$ cat config.mk
export PLATFORM = sky130hd
export DESIGN_NAME = dic_ctrl
export DESIGN_NICKNAME = d
export VERILOG_FILES = /design/src/core/dic_pkg.sv /design/src/core/dic_ctrl.sv
export SDC_FILE = /design/constraint.sdc
export NUM_CORES = 1
export LEC_CHECK = 0
export ABC_AREA = 1
export BUFFER_PORTS_ARGS = -buffer_cell sky130_fd_sc_hd__buf_2
export CAP_MARGIN = 10
export CORE_MARGIN = 1.5
export CORE_UTILIZATION = 53
export DETAILED_ROUTE_END_ITERATION = 6
export PLACE_DENSITY = 0.84
export SYNTH_ARGS = -nofsm -noshare
export SYNTH_HDL_FRONTEND = slang
export SYNTH_SLANG_ARGS = --single-unit
$ cat constraint.sdc
create_clock -name sys_clk -period 3.6 [get_ports sys_clk]
set_input_delay 0.18 -clock sys_clk [delete_from_list [all_inputs] [get_ports sys_clk]]
set_output_delay 0.18 -clock sys_clk [all_outputs]
set_load 0.1 [all_outputs]
$ cat src/core/dic_pkg.sv
package dic_pkg;

  // ----------------------------------------------------------------
  // Sources, in priority order (index 0 highest after reset)
  // ----------------------------------------------------------------
  localparam int NSRC = 11;
  localparam logic [3:0] SRC_PWD   = 4'h0;
  localparam logic [3:0] SRC_LINEC = 4'h1;
  localparam logic [3:0] SRC_LVLB  = 4'h2;
  localparam logic [3:0] SRC_LVLA  = 4'h3;
  localparam logic [3:0] SRC_SATX  = 4'h4;
  localparam logic [3:0] SRC_SARX  = 4'h5;
  localparam logic [3:0] SRC_EDGE  = 4'h6;
  localparam logic [3:0] SRC_BYTE  = 4'h7;
  localparam logic [3:0] SRC_SBTX  = 4'h8;
  localparam logic [3:0] SRC_SBRX  = 4'h9;
  localparam logic [3:0] SRC_TMR   = 4'hA;

  // ----------------------------------------------------------------
  // Vector addresses
  // ----------------------------------------------------------------
  localparam logic [15:0] VEC_RESET = 16'h0000;
  localparam logic [15:0] VEC_PWD   = 16'h002C;
  localparam logic [15:0] VEC_BASE  = 16'h0004;
  localparam logic [15:0] VEC_STEP  = 16'h0004;

  // Mask and control reset values
  localparam logic [NSRC-1:0] MASK_RST = '0;
  localparam logic [3:0] CTRL_RST = 4'h0;
  localparam int CTRL_NEST = 3;

  // Status stack
  localparam int STK_DEPTH = 12;
  localparam logic [3:0] STK_FULL = 4'hC;

  // Power-down recovery timing, in input clock cycles
  localparam int RUN_REC_CYC  = 100;
  localparam int STOP_REC_CYC = 4096;
  localparam logic [12:0] RUN_REC_CNT = 13'(RUN_REC_CYC);

  // Slow idle divisor codes: 0 none, 1..4 = 16,32,64,128
  localparam logic [7:0] DIV_16 = 8'h10;

  typedef struct packed {
    logic            valid;
    logic [15:0]     vector;
    logic [3:0]      source;
  } dic_vec_t;

  typedef enum {PS_RUN, PS_SLEEP, PS_WAKE} dic_pwr_t;

endpackage : dic_pkg

$ cat src/core/dic_ctrl.sv
`timescale 1ns/10ps
// How it works
// Fixed priority, reset highest, timer lowest, sleep at 002C, own vectors.
// Pending requests ANDed with mask; highest surviving one is chosen.
// All sources maskable except sleep and reset.
// One cycle after a mask write, no interrupt is taken.
// Control picks nesting and edge or level for three configurable lines.
// The two level lines are always level-sensitive.
// Edge line always edge-latched; software can set and clear it.
// Write-only force/clear port sets or clears single requests.
// Status pushed on a twelve-deep stack at entry, popped on return.
// Global on/off gates all servicing, sleep included.
// Global servicing is enabled after reset.
// Shared flag pins raise requests whoever drives them.
// Extra lines from serial port b use vectors 0020 and 0024.
// Idle waits for an unmasked interrupt, then resumes after idle.
// Cycle steals continue in idle.
// Slow idle divides clocks by 16, 32, 64 or 128; none means idle.
// In slow idle, wake takes at most divisor cycles.
// Sources must not interrupt faster than slow idle can exit.
// Sleep requested by pin or software; nonmaskable edge request.
// Sleep recovery 100 cycles with clock, about 4096 if stopped.
// Context select on sleep exit; reset also ends sleep.
// Sleep acknowledge asserted once sleep is really entered.
// Latched edge request stays until taken or cleared by software.
module dic_ctrl
  import dic_pkg::*;
#(
  parameter int STOP_REC = STOP_REC_CYC
) (
  input  wire logic            sys_clk,
  input  wire logic            rst,
  input  wire logic            cfg_sense_line_c,
  input  wire logic            level_line_a,
  input  wire logic            level_line_b,
  input  wire logic            edge_line,
  input  wire logic            cfg_sense_line_a,
  input  wire logic            cfg_sense_line_b,
  input  wire logic            lines_from_port_b,
  input  wire logic [3:0]      periph_req,
  input  wire logic            sleep_request_in,
  input  wire logic            sleep_force,
  input  wire logic            osc_stopped,
  input  wire logic            powerup_context_reset_sel,
  input  wire logic [NSRC-1:0] source_gate_wdata,
  input  wire logic            source_gate_we,
  input  wire logic [3:0]      ctrl_wdata,
  input  wire logic            ctrl_we,
  input  wire logic [NSRC-1:0] force_bits,
  input  wire logic [NSRC-1:0] clear_bits,
  input  wire logic            force_clear_we,
  input  wire logic            global_service_on,
  input  wire logic            global_service_off,
  input  wire logic            vector_accept,
  input  wire logic            handler_return,
  input  wire logic [15:0]     status_in,
  input  wire logic            idle_cmd,
  input  wire logic [2:0]      idle_div_sel,
  output logic [15:0]          status_out,
  output logic                 stack_overflow,
  output dic_vec_t             vec_out,
  output logic                 idle_active,
  output logic                 slow_tick,
  output logic                 sleep_ack_out,
  output logic                 context_clear,
  output logic                 core_resume,
  output logic [NSRC-1:0]      pending_out
);

  // ----------------------------------------------------------------
  // Control state
  // ----------------------------------------------------------------
  logic [NSRC-1:0] mask_r, mask_nxt, pend_r, pend_nxt, active_r, active_nxt;
  logic [3:0]      ctrl_r, ctrl_nxt;
  logic            gen_r, gen_nxt, hold_r, hold_nxt;
  logic [NSRC-1:0] raw, raw_q_r, rise, latch_en;
  logic [NSRC-1:0] gated, gsel;
  dic_vec_t        sel, vec_r;
  logic [15:0]     stk_r [STK_DEPTH];
  logic [3:0]      sp_r, sp_nxt;
  logic [15:0]     status_r;
  logic            take;

  // Request sources in priority order; serial port b slots reuse vectors
  always_comb begin
    raw = '0;
    raw[SRC_PWD]   = sleep_request_in | sleep_force;
    raw[SRC_LINEC] = cfg_sense_line_c;
    raw[SRC_LVLB]  = level_line_b;
    raw[SRC_LVLA]  = level_line_a;
    raw[SRC_SATX]  = periph_req[0];
    raw[SRC_SARX]  = periph_req[1];
    raw[SRC_EDGE]  = edge_line;
    raw[SRC_BYTE]  = periph_req[2];
    raw[SRC_SBTX]  = lines_from_port_b ? cfg_sense_line_b : 1'b0;
    raw[SRC_SBRX]  = lines_from_port_b ? cfg_sense_line_a : 1'b0;
    raw[SRC_TMR]   = periph_req[3];
  end

  // Edge-latched sources: sleep, edge line, and configurable lines per ctrl
  always_comb begin
    latch_en = '0;
    latch_en[SRC_PWD]   = 1'b1;
    latch_en[SRC_EDGE]  = 1'b1;
    latch_en[SRC_LINEC] = ctrl_r[2];
    latch_en[SRC_SBTX]  = ctrl_r[1];
    latch_en[SRC_SBRX]  = ctrl_r[0];
    rise = raw & ~raw_q_r;
  end

  // Pending: latched edges sticky, set beats clear; levels follow pin
  always_comb begin
    for (int i = 0; i < NSRC; i++) begin
      if (latch_en[i]) begin
        pend_nxt[i] = pend_r[i];
        if ((take && sel.source == 4'(i)) || (force_clear_we && clear_bits[i]))
          pend_nxt[i] = 1'b0;
        if (rise[i] || (force_clear_we && force_bits[i]))
          pend_nxt[i] = 1'b1;
      end else begin
        pend_nxt[i] = raw[i] | (force_clear_we & force_bits[i]);
      end
    end
  end

  // Mask gating, sleep bypasses the mask; nested mode allows preemption
  always_comb begin
    gated = pend_r & mask_r;
    gated[SRC_PWD] = pend_r[SRC_PWD];
    sel = '0;
    for (int i = NSRC - 1; i >= 0; i--) begin
      if (gated[i]) begin
        sel.valid  = 1'b1;
        sel.source = 4'(i);
        sel.vector = (i == 0) ? VEC_PWD : 16'(VEC_BASE + VEC_STEP * 16'(i - 1));
      end
    end
    gsel = '0;
    for (int i = 0; i < NSRC; i++) begin
      if (active_r[i] && sel.valid && sel.source >= 4'(i))
        gsel[i] = 1'b1;
    end
    // Sequential mode blocks while any handler runs; nested only for higher
    take = sel.valid && gen_r && !hold_r && !(|gsel)
           && (ctrl_r[CTRL_NEST] || !(|active_r)) && vector_accept;
  end

  // Mask, control, global enable and post-write hold
  always_comb begin
    mask_nxt = source_gate_we ? source_gate_wdata : mask_r;
    hold_nxt = source_gate_we;
    ctrl_nxt = ctrl_we ? ctrl_wdata : ctrl_r;
    gen_nxt  = gen_r;
    if (global_service_off)
      gen_nxt = 1'b0;
    if (global_service_on)
      gen_nxt = 1'b1;
    active_nxt = active_r;
    for (int i = 0; i < NSRC; i++) begin
      if (active_r[i] && handler_return && !(|(active_r & ((11'h1 << i) - 11'h1))))
        active_nxt[i] = 1'b0;
    end
    if (take)
      active_nxt[sel.source] = 1'b1;
  end

  // Status stack pointer; push on entry, pop on return
  always_comb begin
    sp_nxt = sp_r;
    if (take && sp_r != STK_FULL)
      sp_nxt = sp_r + 4'h1;
    else if (handler_return && sp_r != 4'h0)
      sp_nxt = sp_r - 4'h1;
  end

  always_ff @(posedge sys_clk or posedge rst) begin
    if (rst) begin
      mask_r   <= MASK_RST;
      ctrl_r   <= CTRL_RST;
      gen_r    <= 1'b1;
      hold_r   <= 1'b0;
      pend_r   <= '0;
      raw_q_r  <= '0;
      active_r <= '0;
      sp_r     <= 4'h0;
      vec_r    <= '0;
      status_r <= 16'h0000;
    end else begin
      mask_r   <= mask_nxt;
      ctrl_r   <= ctrl_nxt;
      gen_r    <= gen_nxt;
      hold_r   <= hold_nxt;
      pend_r   <= pend_nxt;
      raw_q_r  <= raw;
      active_r <= active_nxt;
      sp_r     <= sp_nxt;
      vec_r    <= sel;
      vec_r.valid <= sel.valid && gen_r && !hold_r;
      if (handler_return && sp_r != 4'h0)
        status_r <= stk_r[sp_r - 4'h1];
    end
  end

  // Stack memory has no reset; only entries below the pointer are valid
  always_ff @(posedge sys_clk) begin
    if (take && sp_r != STK_FULL)
      stk_r[sp_r] <= status_in;
  end

  // ----------------------------------------------------------------
  // Idle, slow idle and sleep
  // ----------------------------------------------------------------
  dic_pwr_t    ps_r, ps_nxt;
  logic        idle_r, idle_nxt;
  logic [7:0]  div_r, div_nxt, dcnt_r, dcnt_nxt;
  logic [12:0] rec_r, rec_nxt;
  logic        wake_r, wake_nxt;

  // Idle ends on a gated request, at the next slow tick; DMA untouched
  always_comb begin
    idle_nxt = idle_r;                                           // Core only, ports run on
    div_nxt  = div_r;
    wake_nxt = wake_r;
    dcnt_nxt = (idle_r && div_r != 8'h00) ? dcnt_r + 8'h01 : 8'h00;
    if (dcnt_nxt == div_r)
      dcnt_nxt = 8'h00;
    if (idle_cmd && !idle_r) begin
      idle_nxt = 1'b1;
      div_nxt  = (idle_div_sel == 3'h0) ? 8'h00 : 8'(DIV_16 << (idle_div_sel - 3'h1));
      wake_nxt = 1'b0;
    end else if (idle_r && (|gated)) begin
      wake_nxt = 1'b1;
    end
    if (wake_r && (div_r == 8'h00 || dcnt_r == div_r - 8'h01)) begin
      idle_nxt = 1'b0;
      wake_nxt = 1'b0;
    end
  end

  // Sleep: enter on taken sleep vector, wake once pin and force are both low, count recovery
  always_comb begin
    ps_nxt  = ps_r;
    rec_nxt = rec_r;
    case (ps_r)
      PS_RUN: begin
        if (take && sel.source == SRC_PWD)
          ps_nxt = PS_SLEEP;
      end
      PS_SLEEP: begin
        rec_nxt = osc_stopped ? 13'(STOP_REC) : RUN_REC_CNT;
        if (!sleep_request_in && !sleep_force)
          ps_nxt = PS_WAKE;
      end
      PS_WAKE: begin
        rec_nxt = rec_r - 13'h1;
        if (rec_r == 13'h1)
          ps_nxt = PS_RUN;
      end
      default: ps_nxt = PS_RUN;
    endcase
  end

  always_ff @(posedge sys_clk or posedge rst) begin
    if (rst) begin
      ps_r   <= PS_RUN;
      rec_r  <= 13'h0;
      idle_r <= 1'b0;
      div_r  <= 8'h00;
      dcnt_r <= 8'h00;
      wake_r <= 1'b0;
      sleep_ack_out <= 1'b0;
      core_resume   <= 1'b0;
    end else begin
      ps_r   <= ps_nxt;
      rec_r  <= rec_nxt;
      idle_r <= idle_nxt;
      div_r  <= div_nxt;
      dcnt_r <= dcnt_nxt;
      wake_r <= wake_nxt;
      sleep_ack_out <= (ps_nxt == PS_SLEEP);
      core_resume   <= (ps_r == PS_WAKE) && (rec_r == 13'h1);
    end
  end

  // Outputs; context clear picks restart over continue after sleep
  assign context_clear  = core_resume & powerup_context_reset_sel;
  assign vec_out        = vec_r;
  assign status_out     = status_r;
  assign stack_overflow = take && (sp_r == STK_FULL);
  assign idle_active    = idle_r;
  assign slow_tick      = idle_r && div_r != 8'h00 && dcnt_r == 8'h00;
  assign pending_out    = pend_r;

  // ----------------------------------------------------------------
  // Checks
  // ----------------------------------------------------------------
  chk_hold_after_mask: assert property (@(posedge sys_clk) disable iff (rst)
    source_gate_we |=> !take) else $error("interrupt taken right after mask write");
  chk_mask_gates_src: assert property (@(posedge sys_clk) disable iff (rst)
    take && sel.source != SRC_PWD |-> mask_r[sel.source]) else $error("masked source taken");
  chk_global_off: assert property (@(posedge sys_clk) disable iff (rst)
    !gen_r |-> !take) else $error("taken while globally disabled");
  chk_edge_sticky: assert property (@(posedge sys_clk) disable iff (rst)
    pend_r[SRC_EDGE] && !take && !(force_clear_we && clear_bits[SRC_EDGE]) |=> pend_r[SRC_EDGE])
    else $error("edge request lost");
  chk_sleep_ack: assert property (@(posedge sys_clk) disable iff (rst)
    $rose(sleep_ack_out) |-> $past(take && sel.source == SRC_PWD))
    else $error("ack without sleep entry");
  // Wake holds 100 cycles; the resume pulse is registered one edge later
  chk_wake_recovery: assert property (@(posedge sys_clk) disable iff (rst)
    ps_r == PS_SLEEP && ps_nxt == PS_WAKE && !osc_stopped |-> ##101 core_resume)
    else $error("recovery not 100 cycles");
  chk_stack_bound: assert property (@(posedge sys_clk) disable iff (rst)
    sp_r <= STK_FULL) else $error("stack pointer past depth");
  chk_slow_wake: assert property (@(posedge sys_clk) disable iff (rst)
    $rose(wake_r) |-> ##[1:129] !idle_r) else $error("slow idle wake too late");
  chk_reset_on: assert property (@(posedge sys_clk)
    $fell(rst) |-> gen_r) else $error("service off after reset");

  cov_take: cover property (@(posedge sys_clk) disable iff (rst) take);
  cov_sleep: cover property (@(posedge sys_clk) disable iff (rst) ps_r == PS_WAKE);
  cov_slow: cover property (@(posedge sys_clk) disable iff (rst) slow_tick);
  cov_nest: cover property (@(posedge sys_clk) disable iff (rst) take && (|active_r));

endmodule : dic_ctrl

; ---- After elaboration in Yosys (flattened, before gate mapping)
; Memories as Yosys holds them, arrays and structs flattened. A register that Yosys moved wholly into a read port is not among the register bits.
; Index checks and enable logic that the tools add are counted.
[op_classes]
n_addsub = 6
magnitude_cmp = 13
n_eq_ne = 16
n_shift = 1
muxes = 71
bitwise_logic = 24
reduce_logical = 128
[ops]
columns = operator, n
row1 = $mux 21, 11
row2 = $mux 32, 3
row3 = $pmux 32 s3, 1
row4 = $logic_and 1x1->1, 74
row5 = $eq 32x2->1 const B, 2
row6 = $mux 1, 47
row7 = $reduce_or 11->1, 3
row8 = $eq 32x1->1 const B, 1
row9 = $eq 32x3->1 const B, 1
row10 = $logic_not 32->1, 1
row11 = $pmux 13 s2, 1
row12 = $mux 8, 3
row13 = $eq 8x8->1, 2
row14 = $ge 4x3->1 const B, 4
row15 = $logic_not 1->1, 16
row16 = $logic_not 8->1, 2
row17 = $eq 13x1->1 const B, 1
row18 = $mux 13, 1
row19 = $sub 13x1->13 const B, 1
row20 = $eq 4x4->1 const B, 3
row21 = $ge 4x1->1 const B, 3
row22 = $ge 4x4->1 const B, 3
row23 = $logic_or 1x1->1, 12
row24 = $reduce_bool 2->1, 6
row25 = 35 further kinds, 57
[word_totals]
register_bits = 139
ram_bits = 192
in_bits = 81
output_inout_bits = 54
word_cells = 284
mem_count = 1
[mem_list]
columns = name, words, word_bits, read_ports, rd_ports_with_merged_regs, wr, line_no
row1 = stk_r, 12, 16, 1, 1, 1, dic_ctrl.sv:79  ; logic [15:0] stk_r [STK_DEPTH];

; ---- Longest topological paths before layout
; Gate-level depths: netlist of run 1.
[depth]
word_depth = 25
depth_mapped = 21
ltp_nobuf = 21

; ---- Worst setup path before layout of run 1
; No wires, ideal clock.
[synth_timing]
kind = reg-to-reg
start = register pend_r[8], in the netlist pending_out[8]
end = memory stk_r[5][0] (enable)
setup_time_ns = 0.409
arrival_time_ns = 3.467
required_ns = 3.191
path_slack_ns = -0.277
path_stages_with_launch = 20
path_buffers = 1
period_less_slack_ns = 3.877
cell_sequence = dfrtp_1 nand2_1 nand2_1 nand2_1 nand2_1 nand2_1 nand2_1 nand2_1 nand2_2 nand2_1 nand2_2 nand2_1 nand2_1 nand2_1 inv_1 nand3_2 nand2_4 nand3_4 buf_6 nor3_1
[synth_via]
elab_chain_len = 21
word_cells_on_any_way = 64
classes_between = order compare (11) / mux (22) / bitwise (1) / reduce/logical (30)
[synth_lines]
columns = item, line_no
row1 = start: declaration, dic_ctrl.sv:73  ; logic [NSRC-1:0] mask_r, mask_nxt, pend_r, pend_nxt, active_r, active_nxt;
row2 = start signal: assignment, dic_ctrl.sv:193  ; pend_r <= pend_nxt;
row3 = $and 11x11->11 *, dic_ctrl.sv:128  ; gated = pend_r & mask_r;
row4 = $mux 21 * (9 in series), dic_ctrl.sv:132  ; if (gated[i]) begin
row5 = "$ge 4x1->1, or another cell as far along", dic_ctrl.sv:140  ; if (active_r[i] && sel.valid && sel.source >= 4'(i))
row6 = $logic_and 1x1->1, dic_ctrl.sv:140
row7 = $mux 1, dic_ctrl.sv:140
row8 = $reduce_or 11->1, dic_ctrl.sv:144  ; take = sel.valid && gen_r && !hold_r && !(|gsel)
row9 = $logic_not 1->1, dic_ctrl.sv:144
row10 = $logic_and 1x1->1 *, dic_ctrl.sv:144
row11 = $logic_and 1x1->1 * (2 in series), dic_ctrl.sv:145  ; && (ctrl_r[CTRL_NEST] || !(|active_r)) && vector_accept;
row12 = $logic_and 1x1->1 *, dic_ctrl.sv:206  ; if (take && sp_r != STK_FULL)
row13 = $mux 1 *, dic_ctrl.sv:206
row14 = $mux 1 (implied by the code) *, dic_ctrl.sv:207  ; stk_r[sp_r] <= status_in;
row15 = end: declaration, dic_ctrl.sv:79
; Every way passes the cells marked *; elsewhere a longest branch is shown, timed or not.

; ---- Worst setup path in the final report of run 1
[layout_timing]
start = register pend_r[8], in the netlist pending_out[8]
end = output stack_overflow
[layout_via]
elab_chain_len = 19
word_cells_on_any_way = 62
classes_between = order compare (11) / mux (20) / bitwise (1) / reduce/logical (30)
[layout_lines]
columns = item, line_no
row1 = $and 11x11->11 *, dic_ctrl.sv:128
row2 = $mux 21 * (9 in series), dic_ctrl.sv:132
row3 = "$ge 4x1->1, or another cell as far along", dic_ctrl.sv:140
row4 = $logic_and 1x1->1, dic_ctrl.sv:140
row5 = $mux 1, dic_ctrl.sv:140
row6 = $reduce_or 11->1, dic_ctrl.sv:144
row7 = $logic_not 1->1, dic_ctrl.sv:144
row8 = $logic_and 1x1->1 *, dic_ctrl.sv:144
row9 = $logic_and 1x1->1 * (2 in series), dic_ctrl.sv:145
row10 = $logic_and 1x1->1 *, dic_ctrl.sv:289  ; assign stack_overflow = take && (sp_r == STK_FULL);
row11 = end: declaration, dic_ctrl.sv:60  ; output logic stack_overflow,
; Marks and branches as above.

==> flow_summary.ini, run 1 <==
[critical_path]
critical_path.slowest_cell = buf_2
r2r_setup_slack_ns = 0.70
critical_path.max_fanout = 10
r2r_start = pending_out[8]
critPathLaunch = pending_out[8]
crit_type = register to output port
start_kind = register
crit_required_ns = 3.42
slowest_delay_ns = 0.48
endpoint_kind = output port
crit_arrival_ns = 3.22
worstPathCellList = nand2_1, nand3_1, inv_1, nand3_1, nand2_1, inv_1, o2111a_1, nand2_2, nor2_1, buf_2

[cells_and_area]
final_cell_count_no_fill = 1748
drive_above_1_share_pct = 16.9
final_util_pct = 66.8
seq_area_um2 = 9070
final_area_um2 = 16400
final_nets = 1490
syn_to_final_growth_pct = 22.8
nFillCells = 1640
diodes = 0
multi_input_area_um2 = 3860

[timing]
final.period_utilization_pct = 94.4
final.setup.tns_ns = 0
relSlewSlack_pct = 32.8
whs_ns = 0.0374
fin_skew_ns = 0.0226
tightestPinTransition_ns = 1.01
period_minus_slack_ns = 3.40
rsz0062_at_grt = no
fmax_mhz = 294
slew_viol_final = 0
hold_viol = 0
setup_viol = 0

[power]
sequentialPowerShare_pct = 35.0
power_density_nw_per_um2 = 772
p_leak_nw = 6.71
switching_share_pct = 40.1
p_sw_mw = 5.06
power_frac_comb_pct = 37.6
internal-power_mw = 7.57
ir_worst_vdd_uv = 652
pwr-share-clk_pct = 27.4

[floorplanning]
initial_core_util_pct = 54.3
core-area_um2 = 24500
dieArea_um2 = 26100
die_height_um = 162
num_rows = 57
ioPinCount = 135
die_w_um = 162

[detailed_routing]
vias = 9936
antenna_left = 0
viasPerCell = 5.68
drt-pass1-iter-count = 5
dr.first_iter.drc_count = 929
routedWlPerCell_um = 18.8
drt_wl_total_mm = 32.8
route.detailed.drc = 0

[yosys]
synth_seq_cells = 324
yosys-top-cells-area = edfxtp_1, dfrtp_1, nor2_1, nand2_1, o21ai_0
ys_async_sr_fraction_pct = 40.7
synth.most_common_cell = edfxtp_1
syn-mean-instance-area_um2 = 11.5
syn-instance-count = 1159
post-synth-top-area-fraction_pct = 43.2
synth_common_cells = edfxtp_1, nor2_1, nand2_1
synth_top_area_cell = edfxtp_1
netlist_area_um2 = 13300
yosysUniqueCellTypes = 52
yosysWarnings = 0
synth_edf_count = 192
dominantRegCellSynth = edfxtp_1
yosysSeqAreaShare_pct = 68.0

[worst_hold_path]
min_from = sleep_force
hold_path_class = input port to register

[cts]
cts.sinks = 324
ctsHoldBuffers = 77
cts-resized-gates = 0
cts_setup_buffers = 0
cts_buffers = 34
clk_pin_slew_ns = 0.07
tritoncts = yes
clock_path_buffers = 3
cts_root_buffer = clkbuf_16
clk_latency_ns = 0.53
cts_max_level = 2

[global_route]
grt_first_pass_wirelength_mm = 51.1
grt_usage_pct = 25.4
grt_max_degree = 101
globalRouteOverflowTotal = 0
antenna_found_initial = 0
grt_pass1_vias = 10151

[placed_design]
io_buffers = 115
place_area_um2 = 14500
dpl.cell_count = 1610
dp.final_hpwl_mm = 18.5
routabilityCongestion = 0.895

[flow_run]
cap_violations = 0

[outcome]
status = finished, final reports clean
## state kept, by name (all words and copies together) (netlist names)
name / cells
stk_r: 192
vec_out: 8
sleep_ack_out: 1
hold_r: 1
idle_active: 1
status_out: 16
dcnt_r: 8
wake_r: 1
active_r: 11
rec_r: 13
mask_r: 10
raw_q_r: 5
div_r: 4
ctrl_r: 4
gen_r: 1
sp_r: 4
core_resume: 1
pending_out: 11
ps_r: 32
## placed cells by master (no fill, tap or decap), types with 11 or more instances in the layout
| cell type | instances |
|---|---|
| edfxtp_1 | 192 |
| o221ai_1 | 17 |
| buf_2 | 115 |
| nand2_1 | 142 |
| o22ai_1 | 30 |
| clkbuf_16 | 34 |
| dlygate4sd3_1 | 77 |
| dfrtp_1 | 130 |
| nor3_1 | 14 |
| o21ai_0 | 106 |
| buf_4 | 27 |
| nand3_1 | 38 |
| o211ai_1 | 18 |
| nor3_2 | 11 |
| conb_1 | 42 |
| nand4_1 | 14 |
| inv_1 | 85 |
| nor2_1 | 146 |
| a21oi_1 | 43 |
| nor4_1 | 11 |
## cell families after synthesis
family	count (synthesis)	share of synthesized area (%)
multiplexers	10	0.845
adder cells (fa/ha/maj)	10	0.938
XOR/XNOR	15	0.985
AND/OR/NAND/NOR	406	13.4
AO/OA/AOI/OAI	245	11.2
buffers and inverters	148	4.62
flip-flops	324	68.0
other	1	0.0281
## area by class of cell
type / instances / area share, %
Multi-Input combinational cell: 728 / 23.6
Clock buffer: 47 / 5.86
Tap cell: 324 / 2.48
Timing Repair Buffer: 220 / 9.58
Clock inverter: 14 / 0.993
Inverter: 91 / 2.11
Sequential cell: 324 / 55.4
## stage by stage
stage                     setup WS [ns]  total power [mW]
after floorplan                  -0.277              7.91
after detailed placement          0.799              9.06
final                             0.203              12.6
after global placement            0.847              8.89
after global routing             0.0556              13.2
after CTS                         0.271              12.6
## worst max-delay path, delay by kind of cell, from the launching register on
kind / cells / cell delay, ns
simple gates: 6 / 1.15
buf+inv: 3 / 0.71
compound gates: 1 / 0.44
flops: 1 / 0.37
## path summary, 6_finish.rpt
| check | to | cells after the start |
|---|---|---|
| max in group asynchronous | sp_r[0] | 4 |
| setup / recovery | stack_overflow | 10 |
| setup reg to reg | pending_out[0] | 11 |
| hold reg to reg | rec_r[11] | 1 |
| hold / removal | ps_r[1] | 3 |
| min in group asynchronous | status_out[3] | 3 |
## power groups by stage
stage          sequential (mW)  combinational [mW]  clock [mW]
2_1_floorplan             5.28                2.63           0
3_3_place_gp              4.47                4.42           0
3_5_place_dp              4.49                4.57           0
4_1_cts                   4.42                4.70        3.49
5_1_grt                   4.45                5.14        3.65
6_report                  4.42                4.75        3.46
## metal layers
layer / GRT usage [%] / wire length, um / share of wire (%)
met2: 43.8 / 16400 / 50
met3: 4.21 / 2350 / 7.2
met1: 30.2 / 12400 / 38
met4: 14.3 / 1660 / 5.1
met5: 0 / 0 / 0
Power figures use the tool's default switching activity.
==> run 2, diff against run 1 <==
--- a/config.mk
+++ b/config.mk
@@ -5,7 +5,6 @@
 export SDC_FILE = /design/constraint.sdc
 export NUM_CORES = 1
 export LEC_CHECK = 0
-export ABC_AREA = 1
 export BUFFER_PORTS_ARGS = -buffer_cell sky130_fd_sc_hd__buf_2
 export CAP_MARGIN = 10
 export CORE_MARGIN = 1.5
==> run 2 against run 1 <==
Net effect:
- register-to-register slack got worse by 0.45 ns
- final cell count fell by 16%
- die area decreased by 1.3%
- largest cell class unchanged
- highest routed layer unchanged
==> flow_summary.ini, run 2 <==
[global_route]
grt_pass1_vias = 8678
top_usage_layer = met2
grt_first_pass_wirelength_mm = 46.3
grt_usage_pct = 23.4
use_met2_pct = 41.0
grt_max_degree = 73
met1_usage_pct = 28.5
antenna_found_initial = 0
globalRouteOverflowTotal = 0
use_met3_pct = 4.08

[floorplanning]
die_height_um = 161
initial_core_util_pct = 54.1
num_rows = 57
core-area_um2 = 24300
dieArea_um2 = 25800
ioPinCount = 135
die_w_um = 161

[timing]
period_minus_slack_ns = 3.38
final.period_utilization_pct = 93.8
tightestPinTransition_ns = 1.00
fin_skew_ns = 0.0271
slew_viol_final = 0
final.setup.tns_ns = 0
fmax_mhz = 296
rsz0062_at_grt = no
hold_viol = 0
relSlewSlack_pct = 33.2
setup_viol = 0
whs_ns = 0.0783

[critical_path]
worstRegToRegCells = 11
slowest_delay_ns = 0.50
endpoint_kind = output port
crit_type = register to output port
crit_arrival_ns = 3.20
critical_path.slowest_cell = dfrtp_1
crit_required_ns = 3.42
start_kind = register
worstPathCellList = a21oi_1, o21ai_0, nor2_2, nand2_1, a211oi_2, nor4_4, buf_6, nor2b_2, buf_12
critical_path.max_fanout = 21

[cells_and_area]
final_area_um2 = 16100
final_cell_mix = edfxtp_1, dfrtp_1, buf_2, nand2_1, dlygate4sd3_1
final_cell_count_no_fill = 1473
diodes = 0
final_util_pct = 66.2
syn_to_final_growth_pct = 22.4
largest_register = stk_r
drive_above_1_share_pct = 24.5
largest_register_ffs = 192
final_nets = 1215
layout_commonest_cell = edfxtp_1

[power]
power_density_nw_per_um2 = 729
ir_worst_vdd_uv = 810
p_leak_nw = 6.32

[detailed_routing]
vias = 8397
dr.first_iter.drc_count = 678
drt-pass1-iter-count = 5
drt_wl_total_mm = 29.8
route.detailed.drc = 0
routedWlPerCell_um = 20.2
viasPerCell = 5.70
antenna_left = 0

[yosys]
synth_top_family_by_area = multiplexers
yosys-top-cells-area = edfxtp_1, dfrtp_1, mux4_2, nand2_1, o21ai_0
dominantRegCellSynth = edfxtp_1
yosys.area_share.simple_pct = 8.69
post-synth-top-area-fraction_pct = 43.8
netlist_area_um2 = 13200
yosysUniqueCellTypes = 66
yosysSeqAreaShare_pct = 69.0
synth_xor_xnor_area_share_pct = 1.20
synthMuxAreaShare_pct = 10.9
syn-mean-instance-area_um2 = 15.1
synth_edf_count = 192
synth.most_common_cell = edfxtp_1
syn-instance-count = 872
ys_async_sr_fraction_pct = 40.7
synth_top_area_cell = edfxtp_1
yosysWarnings = 0
synth-compound-area-share_pct = 6.73
synthAdderAreaFrac_pct = 0.951
synth_seq_cells = 324
synth_common_cells = edfxtp_1, dfrtp_1, nand2_1

[outcome]
status = finished, final reports clean

[cts]
clock_path_buffers = 3
cts_buffers = 31
tritoncts = yes
cts_root_buffer = clkbuf_16
cts_max_level = 1
clk_pin_slew_ns = 0.06
cts.sinks = 324
clk_latency_ns = 0.57

[flow_run]
cap_violations = 0

[worst_hold_path]
hold_path_class = input port to register
hold_path_depth = 3

[placed_design]
dpl.cell_count = 1339
io_buffers = 115
place_area_um2 = 14300
routabilityCongestion = 0.889
dp.final_hpwl_mm = 17.9
==> run 2: power by group <==
part / total, mW / leakage, nW / switching (mW) / internal, mW
registers: 4.45 / 3.34 / 0.224 / 4.23
logic: 4.18 / 2.50 / 2.72 / 1.45
clock network: 3.11 / 0.483 / 1.34 / 1.76
total: 11.7 / 6.32 / 4.29 / 7.45
==> run 2: layout make-up <==
class,count,area [um^2]
clock inverters,13,95.1
well taps,324,405
fillers,1571,8230
multi-input cells,519,3940
inverters,26,101
flip-flops and latches,324,9070
repair buffers,222,1600
clock buffers,45,880
==> run 2: layer usage <==
metal | wire length [um] | up-vias
li1 | - | 3756
met1 | 11200 | 4204
met2 | 15500 | 347
met3 | 1870 | 90
met4 | 1220 | 0
met5 | 0 | -
==> run 2: timing repair <==
item                                    4_1_cts  5_1_grt
hold buffers                                 75        0
buffers inserted                              0        1
endpoints found under the hold margin       265        0
endpoints found under the setup margin        0        5
resized for setup                             0        3
==> run 2: worst max-delay path, delay by kind of cell (launching register included) <==
kind                   cells  cell delay, ns
AOI/OAI and AO/OA          3            0.93
buffers and inverters      2            0.36
DFF                        1            0.50
and+or+nand+nor            4            0.86
==> run 2: stage by stage <==
| step | worst slack (ns) | power (mW) |
|---|---|---|
| floorplan | -0.168 | 7.63 |
| global placement | 0.526 | 8.45 |
| detailed placement | 0.463 | 8.57 |
| CTS | 0.0608 | 11.8 |
| global route | 0.0359 | 12.2 |
| finish | 0.222 | 11.7 |
==> run 2: kinds of logic after synthesis <==
group                    Yosys count
AND/OR/NAND/NOR                  234
AO/OA/AOI/OAI                    134
flip-flops                       324
other                              1
multiplexers                      81
buffers and inverters             70
XOR/XNOR                          18
adder cells (fa/ha/maj)           10
==> run 2: worst paths after layout <==
path                                start        endpoint  slack, ns
max                        pending_out[0]  stack_overflow       0.22
min                         clear_bits[1]  pending_out[1]       0.08
max reg2reg                pending_out[8]  pending_out[6]       0.25
min reg2reg                        hold_r     vec_out[20]       0.44
max in group asynchronous             rst         sp_r[0]       2.36
min in group asynchronous             rst   status_out[2]       0.37
==> run 3, diff against run 2 <==
--- a/config.mk
+++ b/config.mk
@@ -11,6 +11,7 @@
 export CORE_UTILIZATION = 53
 export DETAILED_ROUTE_END_ITERATION = 6
 export PLACE_DENSITY = 0.84
+export RECOVER_POWER = 25
 export SYNTH_ARGS = -nofsm -noshare
 export SYNTH_HDL_FRONTEND = slang
 export SYNTH_SLANG_ARGS = --single-unit
==> run 3 against run 2 <==
Net effect:
- via count grew 0.57%
- power hardly changed
- cell area shrank 0.15%
- flip-flop and latch count is the same
- core utilization decreased by 0.098 points
- non-clock buffer count unchanged
- critical path depth unchanged
- sequential power barely moved
- clock power hardly changed
- sequential share of layout area rose by 0.084 points
- maximum frequency up 0.41%
==> flow_summary.ini, run 3 (synthesis results as in run 2) <==
[cells_and_area]
final_util_pct = 66.1
diodes = 0
final_cell_mix = edfxtp_1, dfrtp_1, buf_2, nand2_1, dlygate4sd3_1
final_area_um2 = 16100
drive_above_1_share_pct = 22.8
nFillCells = 1581
multi_input_area_um2 = 3940
final_nets = 1215
largest_register = stk_r
layout_commonest_cell = edfxtp_1
seq_area_um2 = 9070
syn_to_final_growth_pct = 22.2
largest_register_ffs = 192

[power]
power_density_nw_per_um2 = 730
ir_worst_vdd_uv = 810
sequentialPowerShare_pct = 38.0
power_frac_comb_pct = 35.5
pwr-share-clk_pct = 26.5
internal-power_mw = 7.44
switching_share_pct = 36.5
p_leak_nw = 6.27
p_sw_mw = 4.28

[floorplanning]
die_height_um = 161
num_rows = 57
core-area_um2 = 24300
dieArea_um2 = 25800
initial_core_util_pct = 54.1
die_w_um = 161
ioPinCount = 135

[critical_path]
crit_arrival_ns = 3.18
crit_family = compound AO/OA/AOI/OAI gates
crit_required_ns = 3.42
endpoint_kind = output port
r2r_setup_slack_ns = 0.29
worst-path-buf-inv = 2
start_kind = register
critical_path.max_fanout = 21
slowest_delay_ns = 0.50
worstPathCellList = a21oi_1, o21ai_0, nor2_2, nand2_1, a211oi_2, nor4_4, buf_6, nor2b_2, buf_12
crit_type = register to output port
critical_path.slowest_cell = dfrtp_1

[cts]
clk_latency_ns = 0.57
cts_buffers = 31
clk_pin_slew_ns = 0.06
clock_path_buffers = 3
tritoncts = yes
cts_root_buffer = clkbuf_16
cts.sinks = 324
cts_max_level = 1

[detailed_routing]
vias = 8445
antenna_left = 0
routedWlPerCell_um = 20.2
viasPerCell = 5.73
drt_wl_total_mm = 29.8
drt-pass1-iter-count = 5
route.detailed.drc = 0
dr.first_iter.drc_count = 742

[timing]
fin_skew_ns = 0.0217
fin_ws_ns = 0.236
final.period_utilization_pct = 93.5
final.setup.tns_ns = 0
hold_viol = 0
tightestPinTransition_ns = 0.995
rsz0062_at_grt = no
whs_ns = 0.0853
setup_viol = 0
period_minus_slack_ns = 3.36
relSlewSlack_pct = 33.7
fmax_mhz = 297
slew_viol_final = 0

[outcome]
status = finished, final reports clean

[worst_hold_path]
hold_path_class = input port to register

[flow_run]
cap_violations = 0

[placed_design]
io_buffers = 115
place_area_um2 = 14300
pre_cts_ws_ns = 0.463
routabilityCongestion = 0.889
dp.final_hpwl_mm = 17.9

[global_route]
grt_first_pass_wirelength_mm = 46.3
grt_max_degree = 73
globalRouteOverflowTotal = 0
antenna_found_initial = 0
grt_pass1_vias = 8678
grt_usage_pct = 23.4
-- run 3: worst min-delay path: cells and delay by family --
| family | cells | cell delay (ns) |
|---|---|---|
| AO/OA/AOI/OAI | 2 | 0.31 |
| buffers and inverters | 1 | 0.10 |
-- run 3: layout make-up --
class / count / share of cell area (%)
Clock buffer: 45 / 5.47
Inverter: 26 / 0.631
Sequential cell: 324 / 56.5
Multi-Input combinational cell: 519 / 24.5
Timing Repair Buffer: 222 / 9.80
Clock inverter: 13 / 0.592
Tap cell: 324 / 2.52
-- run 3: final timing paths --
check,cells after the start,start,endpoint
setup / recovery,9,pending_out[0],stack_overflow
hold / removal,3,clear_bits[1],pending_out[1]
setup reg to reg,11,pending_out[8],pending_out[6]
hold reg to reg,1,hold_r,vec_out[20]
max in group asynchronous,4,rst,sp_r[0]
min in group asynchronous,3,rst,status_out[2]
-- run 3: timing repair --
action,CTS,global route
endpoints found under the hold margin,265,0
setup endpoints to repair,0,5
hold buffers,75,0
setup buffers,0,1
gates resized for setup,0,3
-- run 3: layer usage --
metal / vias to the layer above / global-route usage (%) / share of wire (%)
met5: - / 0 / 0
met4: 0 / 10.4 / 4.1
met3: 93 / 4.08 / 6.5
met2: 377 / 41.0 / 52
met1: 4213 / 28.5 / 37
li1: 3762 / - / -
-- run 3: per-stage QoR --
| step | std cells | total power, mW |
|---|---|---|
| after global placement | 1339 | 8.45 |
| final | 1473 | 11.7 |
| after detailed placement | 1339 | 8.57 |
| after floorplan | 913 | 7.63 |
| after global routing | 1473 | 12.2 |
| after CTS | 1472 | 11.8 |
-- run 3: power by group through the flow --
stage / Sequential [mW] / Clock (mW) / Combinational [mW]
after floorplan: 5.29 / 0 / 2.34
after global placement: 4.49 / 0 / 3.96
after detailed placement: 4.51 / 0 / 4.06
after CTS: 4.44 / 3.14 / 4.18
after global routing: 4.48 / 3.30 / 4.45
final: 4.45 / 3.10 / 4.17
